File: config.mk
export PLATFORM = sky130hd
export DESIGN_NAME = cbt_core
export DESIGN_NICKNAME = d
export VERILOG_FILES = /design/src/hw/cbt_pkg.sv /design/src/hw/cbt_sync.sv /design/src/hw/cbt_core.sv
export SDC_FILE = /design/constraint.sdc
export NUM_CORES = 1
export LEC_CHECK = 0
export BUFFER_PORTS_ARGS = -buffer_cell sky130_fd_sc_hd__buf_2
export CAP_MARGIN = 20
export CORE_MARGIN = 3
export CORE_UTILIZATION = 55
export DETAILED_ROUTE_END_ITERATION = 12
export GPL_TIMING_DRIVEN = 1
export PLACE_DENSITY = 0.85
export REMOVE_ABC_BUFFERS = 1
export SLEW_MARGIN = 20
export SYNTH_ARGS = -nofsm -noshare
export SYNTH_HDL_FRONTEND = slang
export SYNTH_SLANG_ARGS = --single-unit
File: constraint.sdc
create_clock -name mclk -period 7.2 [get_ports mclk]
set_input_delay 1.08 -clock mclk [delete_from_list [all_inputs] [get_ports mclk]]
set_output_delay 1.08 -clock mclk [all_outputs]
set_load 0.1 [all_outputs]
File: src/hw/cbt_pkg.sv
// constants shared by the core bus timing block
package cbt_pkg;
    localparam int CBT_ADDR_W = 24;            // external data address width
    localparam int CBT_DATA_W = 8;             // external data bus width
    localparam int CBT_IADDR_W = 8;            // internal data memory address width
    localparam int CBT_DIV_W = 3;              // core clock divider setting width
    localparam int CBT_DIVCNT_W = 7;           // divider counter, 2**7 at most
    localparam int CBT_CNT_W = 6;              // machine cycle counter width
    localparam int CBT_SYNC_STAGES = 2;        // flops on every pin input
    localparam logic [CBT_IADDR_W-1:0] CBT_SPECIAL_BASE = 8'h80; // upper 128 bytes
    localparam logic [CBT_DIV_W-1:0] CBT_DIV_UNDIVIDED = 3'h0;
    localparam logic [CBT_CNT_W-1:0] CBT_XMOVE_BASE_CYC = 6'h02; // address cycle plus access
    localparam logic [CBT_CNT_W-1:0] CBT_CNT_ONE = 6'h01;
    localparam logic [CBT_DIVCNT_W-1:0] CBT_DIVCNT_RST = 7'h00;
    localparam logic [CBT_ADDR_W-1:0] CBT_ADDR_RST = 24'h000000;
    localparam logic [CBT_DATA_W-1:0] CBT_DATA_RST = 8'h00;
    localparam real CBT_MCLK_PERIOD_NS = 8.0;  // 125 MHz
    // machine sequencer states, gray along idle -> first -> rest
    typedef enum logic [1:0] {
        CBT_ST_IDLE = 2'h0,
        CBT_ST_FIRST = 2'h1,
        CBT_ST_REST = 2'h3
    } cbt_state_t;
endpackage

File: src/hw/cbt_sync.sv
// two flop synchroniser for pin inputs
`timescale 1ns/1ps
module cbt_sync #(
    parameter int WIDTH = 8
) (
    input wire logic mclk,
    input wire logic rst_b,
    input wire logic [WIDTH-1:0] din,
    output logic [WIDTH-1:0] dout
);
    logic [WIDTH-1:0] meta_reg;

    // first stage feeds only the second
    always_ff @(posedge mclk) begin
        if (!rst_b) begin
            meta_reg <= '0;
            dout <= '0;
        end else begin
            meta_reg <= din;
            dout <= meta_reg;
        end
    end
endmodule

File: src/hw/cbt_core.sv
// machine cycle sequencer, address latch strobe, external data port, special space decode
`timescale 1ns/1ps
module cbt_core
    import cbt_pkg::*;
#(
    parameter int WAIT_W = 3,
    parameter int ICYC_W = 3
) (
    input wire logic mclk,
    input wire logic rst_b,
    input wire logic [CBT_DIV_W-1:0] core_clock_divider_setting,
    input wire logic [WAIT_W-1:0] ext_wait_state_count,
    input wire logic instr_start,
    input wire logic [ICYC_W-1:0] instr_cycles,
    input wire logic external_data_move,
    input wire logic xmove_write,
    input wire logic [CBT_ADDR_W-1:0] xmove_addr,
    input wire logic [CBT_DATA_W-1:0] xmove_wdata,
    input wire logic iaddr_valid,
    input wire logic [CBT_IADDR_W-1:0] iaddr,
    input wire logic iaddr_direct,
    input wire logic iaddr_bank,
    input wire logic [CBT_DATA_W-1:0] xdata_i,
    output logic core_step_reg,
    output logic tmr_tick_reg,
    output logic busy_reg,
    output logic ale_reg,
    output logic prog_fetch_ext_b_reg,
    output logic [CBT_ADDR_W-1:0] xaddr_reg,
    output logic xrd_b_reg,
    output logic xwr_b_reg,
    output logic [CBT_DATA_W-1:0] xdata_o_reg,
    output logic xdata_oe_reg,
    output logic [CBT_DATA_W-1:0] rdata_reg,
    output logic rdata_valid_reg,
    output logic special_sel_reg,
    output logic iram_sel_reg,
    output logic [CBT_IADDR_W-2:0] special_index_reg
);
    // refuse widths whose longest instruction overflows the cycle counter
    if (WAIT_W < 1 || ICYC_W < 1 || (1 << WAIT_W) + (1 << ICYC_W) >= (1 << CBT_CNT_W)) begin : g_width_check
        $error("cbt_core: wait or instruction width too large for cycle counter");
    end

    cbt_state_t state_reg;
    logic [CBT_DIVCNT_W-1:0] div_cnt_reg;
    logic [CBT_DIVCNT_W-1:0] div_mask;
    logic step_now;
    logic [CBT_CNT_W-1:0] cyc_left_reg;
    logic [CBT_CNT_W-1:0] total_next;
    logic [CBT_CNT_W-1:0] base_cyc;
    logic xmove_reg;
    logic write_reg;
    logic accept;
    logic last_cyc;
    logic [CBT_DATA_W-1:0] xdata_sync;

    ////////////////////////////////////////////////////////////////////////
    // pin data through two flops
    cbt_sync #(.WIDTH(CBT_DATA_W)) u_sync (
        .mclk(mclk),
        .rst_b(rst_b),
        .din(xdata_i),
        .dout(xdata_sync)
    );

    ////////////////////////////////////////////////////////////////////////
    // core clock divider: step every mclk when undivided
    assign div_mask = CBT_DIVCNT_W'((1 << core_clock_divider_setting) - 1);
    assign step_now = (div_cnt_reg & div_mask) == div_mask;

    always_ff @(posedge mclk) begin
        if (!rst_b) begin
            div_cnt_reg <= CBT_DIVCNT_RST;
        end else begin
            div_cnt_reg <= div_cnt_reg + 1'b1;
        end
    end

    // one machine cycle per core step, timers tick on it
    always_ff @(posedge mclk) begin
        if (!rst_b) begin
            core_step_reg <= 1'b0;
            tmr_tick_reg <= 1'b0;
        end else begin
            core_step_reg <= step_now;
            tmr_tick_reg <= step_now;
        end
    end

    ////////////////////////////////////////////////////////////////////////
    // instruction length, data moves stretched by wait count
    always_comb begin
        base_cyc = CBT_CNT_W'(instr_cycles);
        if (base_cyc == '0)
            base_cyc = CBT_CNT_ONE;
        if (external_data_move && base_cyc < CBT_XMOVE_BASE_CYC)
            base_cyc = CBT_XMOVE_BASE_CYC;
        total_next = base_cyc;
        if (external_data_move)
            total_next = base_cyc + CBT_CNT_W'(ext_wait_state_count);
    end

    assign last_cyc = (state_reg != CBT_ST_IDLE) && (cyc_left_reg == CBT_CNT_ONE);
    assign accept = step_now && instr_start && ((state_reg == CBT_ST_IDLE) || last_cyc);

    ////////////////////////////////////////////////////////////////////////
    // machine cycle sequencer and latch enable
    always_ff @(posedge mclk) begin
        if (!rst_b) begin
            state_reg <= CBT_ST_IDLE;
            cyc_left_reg <= '0;
            ale_reg <= 1'b0;
        end else if (step_now) begin
            if (accept) begin
                state_reg <= CBT_ST_FIRST;
                cyc_left_reg <= total_next;
                ale_reg <= 1'b1;
            end else begin
                unique case (state_reg)
                    CBT_ST_IDLE: begin
                        ale_reg <= 1'b0;
                    end
                    CBT_ST_FIRST, CBT_ST_REST: begin
                        ale_reg <= 1'b0;
                        cyc_left_reg <= cyc_left_reg - 1'b1;
                        state_reg <= last_cyc ? CBT_ST_IDLE : CBT_ST_REST;
                    end
                    default: begin
                        state_reg <= CBT_ST_IDLE;
                    end
                endcase
            end
        end
    end

    always_ff @(posedge mclk) begin
        if (!rst_b) begin
            busy_reg <= 1'b0;
        end else if (step_now) begin
            // set while another machine cycle follows the one starting now
            busy_reg <= accept ? (total_next != CBT_CNT_ONE)
                : (state_reg != CBT_ST_IDLE && cyc_left_reg > CBT_CNT_ONE + CBT_CNT_ONE);
        end
    end

    // program always from on-chip storage
    always_ff @(posedge mclk) begin
        if (!rst_b) begin
            prog_fetch_ext_b_reg <= 1'b1;
        end else begin
            prog_fetch_ext_b_reg <= 1'b1;
        end
    end

    ////////////////////////////////////////////////////////////////////////
    // external data port: address in first cycle, strobes until the end
    always_ff @(posedge mclk) begin
        if (!rst_b) begin
            xmove_reg <= 1'b0;
            write_reg <= 1'b0;
            xaddr_reg <= CBT_ADDR_RST;
            xdata_o_reg <= CBT_DATA_RST;
            xrd_b_reg <= 1'b1;
            xwr_b_reg <= 1'b1;
            xdata_oe_reg <= 1'b0;
        end else if (step_now) begin
            if (accept) begin
                xmove_reg <= external_data_move;
                write_reg <= xmove_write;
                xrd_b_reg <= 1'b1;
                xwr_b_reg <= 1'b1;
                xdata_oe_reg <= 1'b0;
                if (external_data_move) begin
                    xaddr_reg <= xmove_addr;
                    xdata_o_reg <= xmove_wdata;
                end
            end else if (state_reg == CBT_ST_IDLE || last_cyc) begin
                xrd_b_reg <= 1'b1;
                xwr_b_reg <= 1'b1;
                xdata_oe_reg <= 1'b0;
                xmove_reg <= 1'b0;
            end else if (xmove_reg) begin
                xrd_b_reg <= write_reg;
                xwr_b_reg <= !write_reg;
                xdata_oe_reg <= write_reg;
            end
        end
    end

    // read data taken at end of the stretched access
    always_ff @(posedge mclk) begin
        if (!rst_b) begin
            rdata_reg <= CBT_DATA_RST;
            rdata_valid_reg <= 1'b0;
        end else begin
            rdata_valid_reg <= 1'b0;
            if (step_now && last_cyc && xmove_reg && !write_reg) begin
                rdata_reg <= xdata_sync;
                rdata_valid_reg <= 1'b1;
            end
        end
    end

    ////////////////////////////////////////////////////////////////////////
    // internal data decode: special space only on direct upper addresses
    always_ff @(posedge mclk) begin
        if (!rst_b) begin
            special_sel_reg <= 1'b0;
            iram_sel_reg <= 1'b0;
            special_index_reg <= '0;
        end else begin
            special_sel_reg <= iaddr_valid && iaddr_direct && !iaddr_bank
                && (iaddr >= CBT_SPECIAL_BASE);
            iram_sel_reg <= iaddr_valid && (iaddr_bank || !iaddr_direct
                || (iaddr < CBT_SPECIAL_BASE));
            special_index_reg <= iaddr[CBT_IADDR_W-2:0];
        end
    end

    logic [CBT_CNT_W-1:0] strb_steps_reg;
    logic [CBT_CNT_W-1:0] strb_expect_reg;
    logic [CBT_CNT_W-1:0] strb_pend_reg;
    // strobe length model; expectation moves over only while strobes are idle
    always_ff @(posedge mclk) begin
        if (!rst_b) begin
            strb_steps_reg <= '0;
            strb_expect_reg <= '0;
            strb_pend_reg <= '0;
        end else begin
            if (accept && external_data_move)
                strb_pend_reg <= total_next - CBT_CNT_ONE;
            if (xrd_b_reg && xwr_b_reg)
                strb_expect_reg <= strb_pend_reg;
            if (xrd_b_reg && xwr_b_reg)
                strb_steps_reg <= '0;
            else if (step_now)
                strb_steps_reg <= strb_steps_reg + 1'b1;
        end
    end
endmodule

==> results of run 1 <==
-- placed cells by master, fill, tap and decap left out, types with 3 or more instances in the layout --
master / n
buf_2: 120
nand2_1: 94
dfxtp_1: 89
mux2i_1: 42
and2_1: 24
nor2_1: 17
a21oi_1: 11
inv_1: 11
o21ai_0: 9
clkbuf_8: 9
ha_1: 8
nor2b_1: 7
nor3_1: 7
nand3_1: 6
a31oi_1: 5
xnor2_1: 5
a21o_1: 3
nand4_1: 3
o31ai_1: 3
inv_8: 3
buf_4: 3
-- per-layer routing --
metal	vias up	global-route usage	routed length (um)
li1	1628	-	-
met1	1483	0.246	3430
met2	126	0.363	4080
met3	25	0.0776	707
met4	0	0.0971	212
met5	-	0	0
-- worst register-to-register path: stages, from the launching register on --
cell     delay (ns)
dfxtp_1        0.36
and4b_1        0.21
o21ai_0        0.18
nand4_1        0.51
nor3_4         0.31
buf_4          0.48
mux2i_1        0.28
-- area by class of cell --
type,count,area (sq um),area share
clock buffers,9,124,0.0268
clock inverters,7,68.8,0.0149
inverters,11,41.3,0.00892
multi-input cells,290,1870,0.405
flip-flops and latches,89,1780,0.385
well taps,93,116,0.0251
repair buffers,123,623,0.135
-- stage by stage --
step	std cells	area [sq um]	hold slack [ns]
after detailed placement	606	4430	0.425
after global routing	622	4630	0.451
final	622	4630	0.434
after global placement	606	4430	0.413
after floorplan	390	3690	0.412
after CTS	622	4630	0.439
-- power breakdown --
| part | switching [mW] | internal, mW |
|---|---|---|
| Sequential | 0.00501 | 0.502 |
| Clock | 0.198 | 0.136 |
| Combinational | 0.0760 | 0.0377 |
| Total | 0.279 | 0.676 |
-- logic make-up (layout without fill, tap and decap cells) --
family | Yosys count | after routing | synth area share
compound gates | 53 | 53 | 0.0983
xor+xnor | 7 | 7 | 0.0159
fa+ha+maj | 9 | 9 | 0.0311
buf+inv | 35 | 150 | 0.0529
flops | 89 | 89 | 0.462
mux | 42 | 42 | 0.109
other cells | 1 | 1 | 0.000972
simple gates | 178 | 178 | 0.230
-- how the worst max path moves through the flow --
stage / start / endpoint / slack [ns] / cells past startpoint
6_report: core_clock_divider_setting[0] / xaddr_reg[23] / 3.62 / 9
5_1_grt: core_clock_divider_setting[1] / xaddr_reg[23] / 3.46 / 9
4_1_cts: core_clock_divider_setting[0] / xaddr_reg[14] / 3.63 / 9
3_5_place_dp: core_clock_divider_setting[0] / xaddr_reg[9] / 3.27 / 9
3_3_place_gp: core_clock_divider_setting[0] / xaddr_reg[11] / 3.42 / 9
2_1_floorplan: core_clock_divider_setting[0] / xaddr_reg[0] / 3.11 / 7
==> reports/metrics.csv, run 1 <==
stage,metric,value,unit
yosys,top post-synthesis cells by area,"dfxtp_1, mux2i_1, nand2_1",
status,status,completed,
worst_setup_path,CP Launch Type,input pin,
hold_path,HP Start,u_sync.meta_reg[7],
yosys,main flop type after synthesis,dfxtp_1,
clock_network,Post-CTS Setup Bufs,0,
timing,fin crit period,3.58,ns
timing,"Hold Vio Cnt, Final",0,
yosys,yosys warns,0,
hold_path,Hold Path Depth,1,
cells_and_area,synthesis-to-layout area growth,19.9,%
timing,final setup vio count,0,
timing,worst-margin pin slew,0.591,ns
die,full die area,8050,sq um
flow_run,max_cap viols,0,
cells_and_area,max reg flops,24,
worst_setup_path,R2R Setup Slk,4.80,ns
yosys,cells after synthesis,414,
yosys,Post-synth ARST share,0,
drt,First-pass DRT Iterations,4,
worst_setup_path,Worst EP required,7.48,ns
cells_and_area,Nets,598,
placement,dpl hpwl,6.15,mm
drt,ANT nets after route,0,
clock_network,"CTS clk-pin slew, worst paths",0.11,ns
worst_setup_path,Critical Path Slowest Stage Cell,nand4_1,
die,IO Pins,123,
worst_setup_path,Crit path arrival time,3.86,ns
timing,ratio of final minimum period to clock period,0.497,
worst_setup_path,CP peak stage delay,0.51,ns
yosys,cell with the most instances after synthesis,nand2_1,
cells_and_area,fraction of layout cells with a size suffix above 1,0.284,
global_routing,vias in the first global route,3229,
hold_path,worst min-delay path class,reg -> reg,
die,chip height,89.7,um
global_routing,first-pass GRT wire length,14.4,mm
global_routing,pin count of the biggest net entering global routing,67,
power,Pleak,2.06,nW
die,Starting Density,0.587,
clock_network,root buffer cell,clkbuf_8,
timing,final worst setup slack,3.62,ns
clock_network,Clock Sinks,89,
yosys,synth cell count leaders,"nand2_1, dfxtp_1, mux2i_1",
timing,setup TNS,0,ns
power,Max VDD drop,0.152,mV
yosys,number of synthesized flops with an enable pin,0,
clock_network,CTS resizes,0,
timing,Max Clock Freq,0.280,GHz
global_routing,Overflow after GRT,0,
yosys,library cells used by synthesis,59,
timing,Slew HR,0.605,
clock_network,CTS tree,done,
global_routing,Total Routing Usage GR,0.216,
clock_network,clk_lat worst skew,0.36,ns
placement,number of port buffers,121,
drt,vias per cell,5.24,
yosys,post-synth top area cell,dfxtp_1,
clock_network,Clock Tree Buf Depth,2,
yosys,"Seq/Total Area, Yosys",0.462,
drt,DRT Wirelength,8.43,mm
drt,DR iter-0 viols,172,
global_routing,antenna violations before repair,0,
worst_setup_path,Setup CP Type,in -> reg,
worst_setup_path,worst-path cell chain,"buf_2, or3_1, ha_1, and4b_1, o21ai_0, nand4_1, nor3_4, buf_4, mux2i_1",
drt,WL per Instance,13.6,um
worst_setup_path,CP Buf/Inv Count,2,
cells_and_area,# diodes,0,
clock_network,Clock H-tree levels,3,
power,Tot Pwr,0.955,mW
power,PwrDens,206,nW/um^2
yosys,synthesized cell area,3860,sq um
worst_setup_path,peak fanout along the critical path,33,
die,row count,29,
clock_network,hold_buf cts,0,
worst_setup_path,"CP delay by family, top",simple AND/OR/NAND/NOR gates,
timing,"Slew Viols, Final",0,
worst_setup_path,FF-to-FF Start,div_cnt_reg[6],
placement,DP Worst Slack,3.27,ns
clock_network,CTS Buf Count,9,
cells_and_area,filler instances,501,
yosys,#FFs+latches synth,89,
hold_path,hold worst-path end,u_sync.dout[7],
worst_setup_path,crit end category,flip-flop,
worst_setup_path,worst r2r path cells,6,
timing,Final Skew,0.0132,ns
drt,number of remaining DRC errors,0,
yosys,synthesized area per cell,9.32,sq um
yosys,area fraction of the dominant cell type after synthesis,0.462,
cells_and_area,Util after Layout,0.705,
timing,RSZ-0062 raised after global routing,false,
drt,via count,3262,
die,Die X,89.7,um
die,Core Area,6570,sq um
worst_setup_path,worst r2r dst,xaddr_reg[23],
placement,final estimated routing congestion in global placement,0.827,
Power figures use the tool's default switching activity.
==> inputs of run 2 (changes only) <==
- ABC_AREA: not set -> 1
- CORE_UTILIZATION: 55 -> 45
- PLACE_DENSITY: 0.85 -> 0.75
- clock period: 7.2 -> 2.85 ns (I/O delays scaled with it)
==> run 2 against run 1 <==
Setup slack worse by 2.8 ns. Global-route usage is 3.6 points lower. Combinational power is 100% higher. Synthesized cell count increased by 31%. Count of clock-buffer cells in the layout up 1. Cell count up 22%. Sequential power grew to 2.5 times the previous value. Highest routed layer unchanged. Non-clock buffer count rose by 2.
==> reports/metrics.csv, run 2 <==
stage,metric,value,unit
yosys,"Seq/Total Area, Yosys",0.474,
yosys,number of synthesized flops with an enable pin,0,
clock_network,CTS Buf Count,9,
yosys,post-synth top area cell,dfxtp_1,
cells_and_area,fraction of layout cells with a size suffix above 1,0.225,
die,IO Pins,123,
cells_and_area,Nets,728,
placement,final estimated routing congestion in global placement,0.816,
yosys,library cells used by synthesis,30,
global_routing,global routing's busiest layer,met2,
power,Pleak,2.62,nW
timing,Slew HR,0.608,
drt,DRT Wirelength,8.27,mm
cells_and_area,most frequent cells in the layout,"nand2_1, buf_2, nor2_1",
worst_setup_path,Worst path most repeated cell,nand2_1,
yosys,cell with the most instances after synthesis,nand2_1,
hold_path,HP Start,iaddr[2],
drt,vias per cell,4.57,
cells_and_area,synthesis-to-layout area growth,21.8,%
timing,ratio of final minimum period to clock period,0.726,
global_routing,Overflow after GRT,0,
timing,"Hold Vio Cnt, Final",0,
clock_network,CTS tree,done,
global_routing,met3 usage,0.0768,
clock_network,Clock H-tree levels,3,
drt,number of remaining DRC errors,0,
drt,WL per Instance,10.9,um
die,Die X,97.4,um
die,chip height,97.4,um
global_routing,vias in the first global route,3402,
yosys,yosys warns,0,
yosys,synthesized cell area,3760,sq um
clock_network,hold_buf cts,0,
timing,setup TNS,0,ns
clock_network,CTS resizes,0,
placement,dpl hpwl,6.16,mm
die,row count,32,
timing,fin crit period,2.07,ns
power,Max VDD drop,0.392,mV
clock_network,root buffer cell,clkbuf_8,
yosys,main flop type after synthesis,dfxtp_1,
clock_network,Clock Tree Buf Depth,2,
placement,number of port buffers,121,
worst_setup_path,worst r2r dst,xaddr_reg[17],
timing,Max Clock Freq,0.483,GHz
hold_path,hold worst-path end,special_index_reg[2],
yosys,#FFs+latches synth,89,
worst_setup_path,worst-path cell chain,"buf_2, nor2_2, nand2_1, ha_1, nor2_1, nor2_1, nand2_1, clkinv_1, nand2_1, nor2_4, buf_4, nand3_2, o21ai_0, a21oi_1",
yosys,synthesized area per cell,6.95,sq um
flow_run,max_cap viols,0,
drt,via count,3478,
status,status,completed,
die,full die area,9490,sq um
hold_path,Hold Path Depth,3,
global_routing,antenna violations before repair,0,
global_routing,Total Routing Usage GR,0.180,
timing,"Slew Viols, Final",0,
yosys,Post-synth ARST share,0,
yosys,top post-synthesis cells by area,"dfxtp_1, nand2_1, nor2_1",
clock_network,Clock Sinks,89,
timing,final setup vio count,0,
die,Core Area,7930,sq um
global_routing,met1 usage,0.207,
worst_setup_path,worst r2r path cells,11,
clock_network,"CTS clk-pin slew, worst paths",0.10,ns
timing,WHS,0.246,ns
global_routing,pin count of the biggest net entering global routing,66,
cells_and_area,filler instances,778,
drt,First-pass DRT Iterations,4,
yosys,cells after synthesis,541,
clock_network,Post-CTS Setup Bufs,0,
power,PwrDens,507,nW/um^2
global_routing,first-pass GRT wire length,14.4,mm
worst_setup_path,R2R Setup Slk,0.83,ns
worst_setup_path,Critical Path Slowest Stage Cell,o21ai_0,
timing,Final Skew,0.0131,ns
worst_setup_path,CP Launch Type,input pin,
worst_setup_path,Setup CP Type,in -> reg,
global_routing,Global Route met2 Usage,0.293,
timing,worst-margin pin slew,0.587,ns
worst_setup_path,crit end category,flip-flop,
yosys,synth cell count leaders,"nand2_1, nor2_1, dfxtp_1, inv_1, o21ai_0",
cells_and_area,# diodes,0,
drt,DR iter-0 viols,77,
worst_setup_path,CP peak stage delay,0.29,ns
clock_network,clk_lat worst skew,0.35,ns
worst_setup_path,Worst EP required,3.08,ns
cells_and_area,max reg flops,24,
yosys,area fraction of the dominant cell type after synthesis,0.474,
worst_setup_path,FF-to-FF Start,cyc_left_reg[1],
worst_setup_path,Crit path arrival time,2.30,ns
worst_setup_path,peak fanout along the critical path,17,
cells_and_area,"commonest non-fill, non-tap cell in the layout",nand2_1,
hold_path,worst min-delay path class,in -> reg,
drt,ANT nets after route,0,
die,Starting Density,0.474,
timing,RSZ-0062 raised after global routing,false,
run 2: changes by cell type in the layout (fill, tap and decap cells not counted), sizes merged, moves of 7 or more:
| cell | before | now |
|---|---|---|
| and2 | 24 | 0 |
| inv | 16 | 94 |
| mux2i | 42 | 1 |
| nand2 | 96 | 137 |
| nand3 | 6 | 19 |
| nor2 | 17 | 117 |
| nor2b | 7 | 0 |
| nor3 | 9 | 2 |
| o21ai | 9 | 22 |
run 2: worst max path at each step:
stage | start | endpoint | slack, ns
2_1_floorplan | core_clock_divider_setting[0] | xaddr_reg[0] | 0.12
3_3_place_gp | core_clock_divider_setting[0] | write_reg | 0.46
3_5_place_dp | core_clock_divider_setting[1] | xaddr_reg[17] | 0.41
4_1_cts | core_clock_divider_setting[1] | xaddr_reg[17] | 0.79
5_1_grt | core_clock_divider_setting[1] | write_reg | 0.49
6_report | core_clock_divider_setting[1] | write_reg | 0.78
run 2: worst max-delay path, delay by kind of cell:
family                   cells  cell delay, ns
AND/OR/NAND/NOR              8            0.86
buffers and inverters        3            0.37
AO/OA/AOI/OAI                2            0.35
adder cells (fa/ha/maj)      1            0.28
run 2: cell families after synthesis:
group,share of synthesized area
AND/OR/NAND/NOR,0.300
flip-flops,0.474
other,0.000997
AO/OA/AOI/OAI,0.0532
adder cells (fa/ha/maj),0.0319
XOR/XNOR,0.0116
buffers and inverters,0.126
multiplexers,0.00266
run 2: layer usage:
metal  part of all wire  wire (um)  vias to the layer above
li1                   -          -                     1827
met1               0.43       3570                     1531
met2               0.45       3680                      104
met3               0.10        827                       16
met4              0.022        181                        0
met5                  0          0                        -
run 2: final cells by class:
cell class                 count  area [sq um]  area share
inverter                      92           345      0.0754
sequential                    89          1780       0.389
tap                          102           128      0.0279
multi-input combinational    337          1510       0.329
clock buffer                  10           138      0.0300
timing repair buffer         125           636       0.139
clock inverter                 6          47.5      0.0104
run 2: metrics by stage:
step	cell area, sq um	total power [mW]	std cells	worst slack [ns]	utilization
2_1_floorplan	3630	1.44	518	0.117	-
3_3_place_gp	4400	1.53	745	0.461	0.555
3_5_place_dp	4400	1.53	745	0.413	0.555
4_1_cts	4580	2.35	761	0.787	0.578
5_1_grt	4580	2.42	761	0.493	0.578
6_report	4580	2.32	761	0.780	0.578
run 2: power by group:
part	switching [mW]	total (mW)	internal, mW
clock	0.466	0.817	0.351
sequential	0.00876	1.27	1.27
combinational	0.158	0.230	0.0721
==> inputs of run 3 (changes only) <==
- CORE_UTILIZATION: 45 -> 50
- PLACE_DENSITY: 0.75 -> 0.79
- clock period: 2.85 -> 2.12 ns (I/O delays scaled with it)
==> run 3 against run 2 <==
Setup slack lost 0.56 ns. Clock skew up 0.0022 ns. Flip-flop and latch count is the same. Highest routed layer unchanged. Critical path type unchanged. Sequential power grew 35%. Non-clock buffer count increased by 8. Critical path depth grew 3. Global-route usage increased by 2.1 points. Combinational power grew 40%. Utilization rose by 8.4 points.
==> reports/metrics.csv, run 3 (synthesized netlist as in run 2, its figures left out) <==
stage,metric,value,unit
global_routing,Global Route met2 Usage,0.347,
cells_and_area,# diodes,0,
global_routing,Total Routing Usage GR,0.201,
drt,First-pass DRT Iterations,6,
die,IO Pins,123,
timing,fin crit period,1.90,ns
die,Die X,92.7,um
cells_and_area,register area,1780,sq um
placement,Placed Area,4470,sq um
placement,dpl hpwl,6.25,mm
cells_and_area,max reg flops,24,
timing,final setup vio count,0,
drt,ANT nets after route,0,
power,Max VDD drop,0.352,mV
clock_network,CTS Buf Count,9,
global_routing,antenna violations before repair,0,
timing,final worst setup slack,0.224,ns
cells_and_area,multi-input combinational cell area,1510,sq um
flow_run,max_cap viols,0,
placement,DP Worst Slack,-0.142,ns
timing,Final Skew,0.0153,ns
worst_setup_path,crit end category,flip-flop,
drt,vias per cell,4.58,
drt,DR iter-0 viols,98,
drt,DRT Wirelength,8.26,mm
worst_setup_path,CP peak stage delay,0.39,ns
timing,setup TNS,0,ns
drt,WL per Instance,10.8,um
clock_network,hold_buf cts,0,
timing,"Slew Viols, Final",0,
clock_network,CTS tree,done,
placement,final estimated routing congestion in global placement,0.844,
die,Core Area,7060,sq um
timing,ratio of final minimum period to clock period,0.894,
worst_setup_path,Critical Path Slowest Stage Cell,fa_1,
cells_and_area,Util after Layout,0.662,
cells_and_area,fraction of layout cells with a size suffix above 1,0.234,
clock_network,root buffer cell,clkbuf_8,
clock_network,Post-CTS Setup Bufs,0,
cells_and_area,"Design Area, Final",4670,sq um
hold_path,worst min-delay path class,in -> reg,
global_routing,met1 usage,0.221,
worst_setup_path,Worst EP required,2.37,ns
global_routing,vias in the first global route,3358,
die,full die area,8600,sq um
timing,Max Clock Freq,0.527,GHz
worst_setup_path,peak fanout along the critical path,2,
power,PwrDens,675,nW/um^2
timing,RSZ-0062 raised after global routing,false,
global_routing,global routing's busiest layer,met2,
die,chip height,92.7,um
status,status,completed,
placement,number of port buffers,121,
drt,number of remaining DRC errors,0,
timing,"Hold Vio Cnt, Final",0,
cells_and_area,Nets,736,
worst_setup_path,worst-path cell chain,"buf_2, o21bai_1, inv_1, a21oi_1, ha_1, inv_1, fa_1, inv_1, nand2_1, nand3_1, o21ai_0, nor2_1, nand2_1, nand4_1, nand3_1, nand2_1, inv_1",
clock_network,clk_lat worst skew,0.34,ns
clock_network,"CTS clk-pin slew, worst paths",0.09,ns
clock_network,CTS resizes,0,
clock_network,Clock Tree Buf Depth,2,
die,Starting Density,0.533,
drt,via count,3493,
cells_and_area,filler instances,656,
die,row count,30,
worst_setup_path,CP Launch Type,input pin,
cells_and_area,most frequent cells in the layout,"nand2_1, buf_2, nor2_1",
power,Pleak,2.67,nW
worst_setup_path,Setup CP Type,in -> reg,
global_routing,Overflow after GRT,0,
clock_network,Clock H-tree levels,3,
global_routing,pin count of the biggest net entering global routing,66,
clock_network,Clock Sinks,89,
cells_and_area,"commonest non-fill, non-tap cell in the layout",nand2_1,
worst_setup_path,Worst path most repeated cell,inv_1,
cells_and_area,synthesis-to-layout area growth,24.2,%
global_routing,met3 usage,0.0942,
global_routing,first-pass GRT wire length,14.2,mm
worst_setup_path,Crit path arrival time,2.15,ns
-- run 3: where the power goes --
group,switching (mW),internal (mW)
Clock,0.569,0.549
Combinational,0.216,0.107
Sequential,0.0117,1.70
-- run 3: cell type report --
class,count,area share
tap,96,0.0257
sequential,89,0.382
multi-input combinational,337,0.323
inverter,92,0.0740
clock buffer,10,0.0273
timing repair buffer,133,0.154
clock inverter,6,0.0145
-- run 3: final timing paths --
path	from	to	slack (ns)	cells past startpoint
worst min-delay path	iaddr[1]	special_index_reg[1]	0.14	3
worst max register to register	cyc_left_reg[1]	xaddr_reg[21]	0.30	11
worst min register to register	u_sync.meta_reg[6]	u_sync.dout[6]	0.41	2
worst max-delay path	instr_cycles[1]	busy_reg	0.22	17
-- run 3: critical path, delay by kind of cell --
family                     cells  cell delay (ns)
buffers and inverters          5             0.31
AOI/OAI and AO/OA              3             0.42
adders and majority gates      2             0.58
and+or+nand+nor                7             0.49
-- run 3: metrics by stage --
step	total power [mW]	hold WS, ns	instances
floorplan	1.94	0.387	518
global placement	2.06	0.393	747
detailed placement	2.07	0.397	747
CTS	3.20	0.118	763
global route	3.30	0.140	763
finish	3.15	0.143	763
-- run 3: per-layer routing --
metal	vias up	routed length (um)
met1	1527	3400
met4	0	88
li1	1845	-
met5	-	0
met3	9	830
met2	112	3940
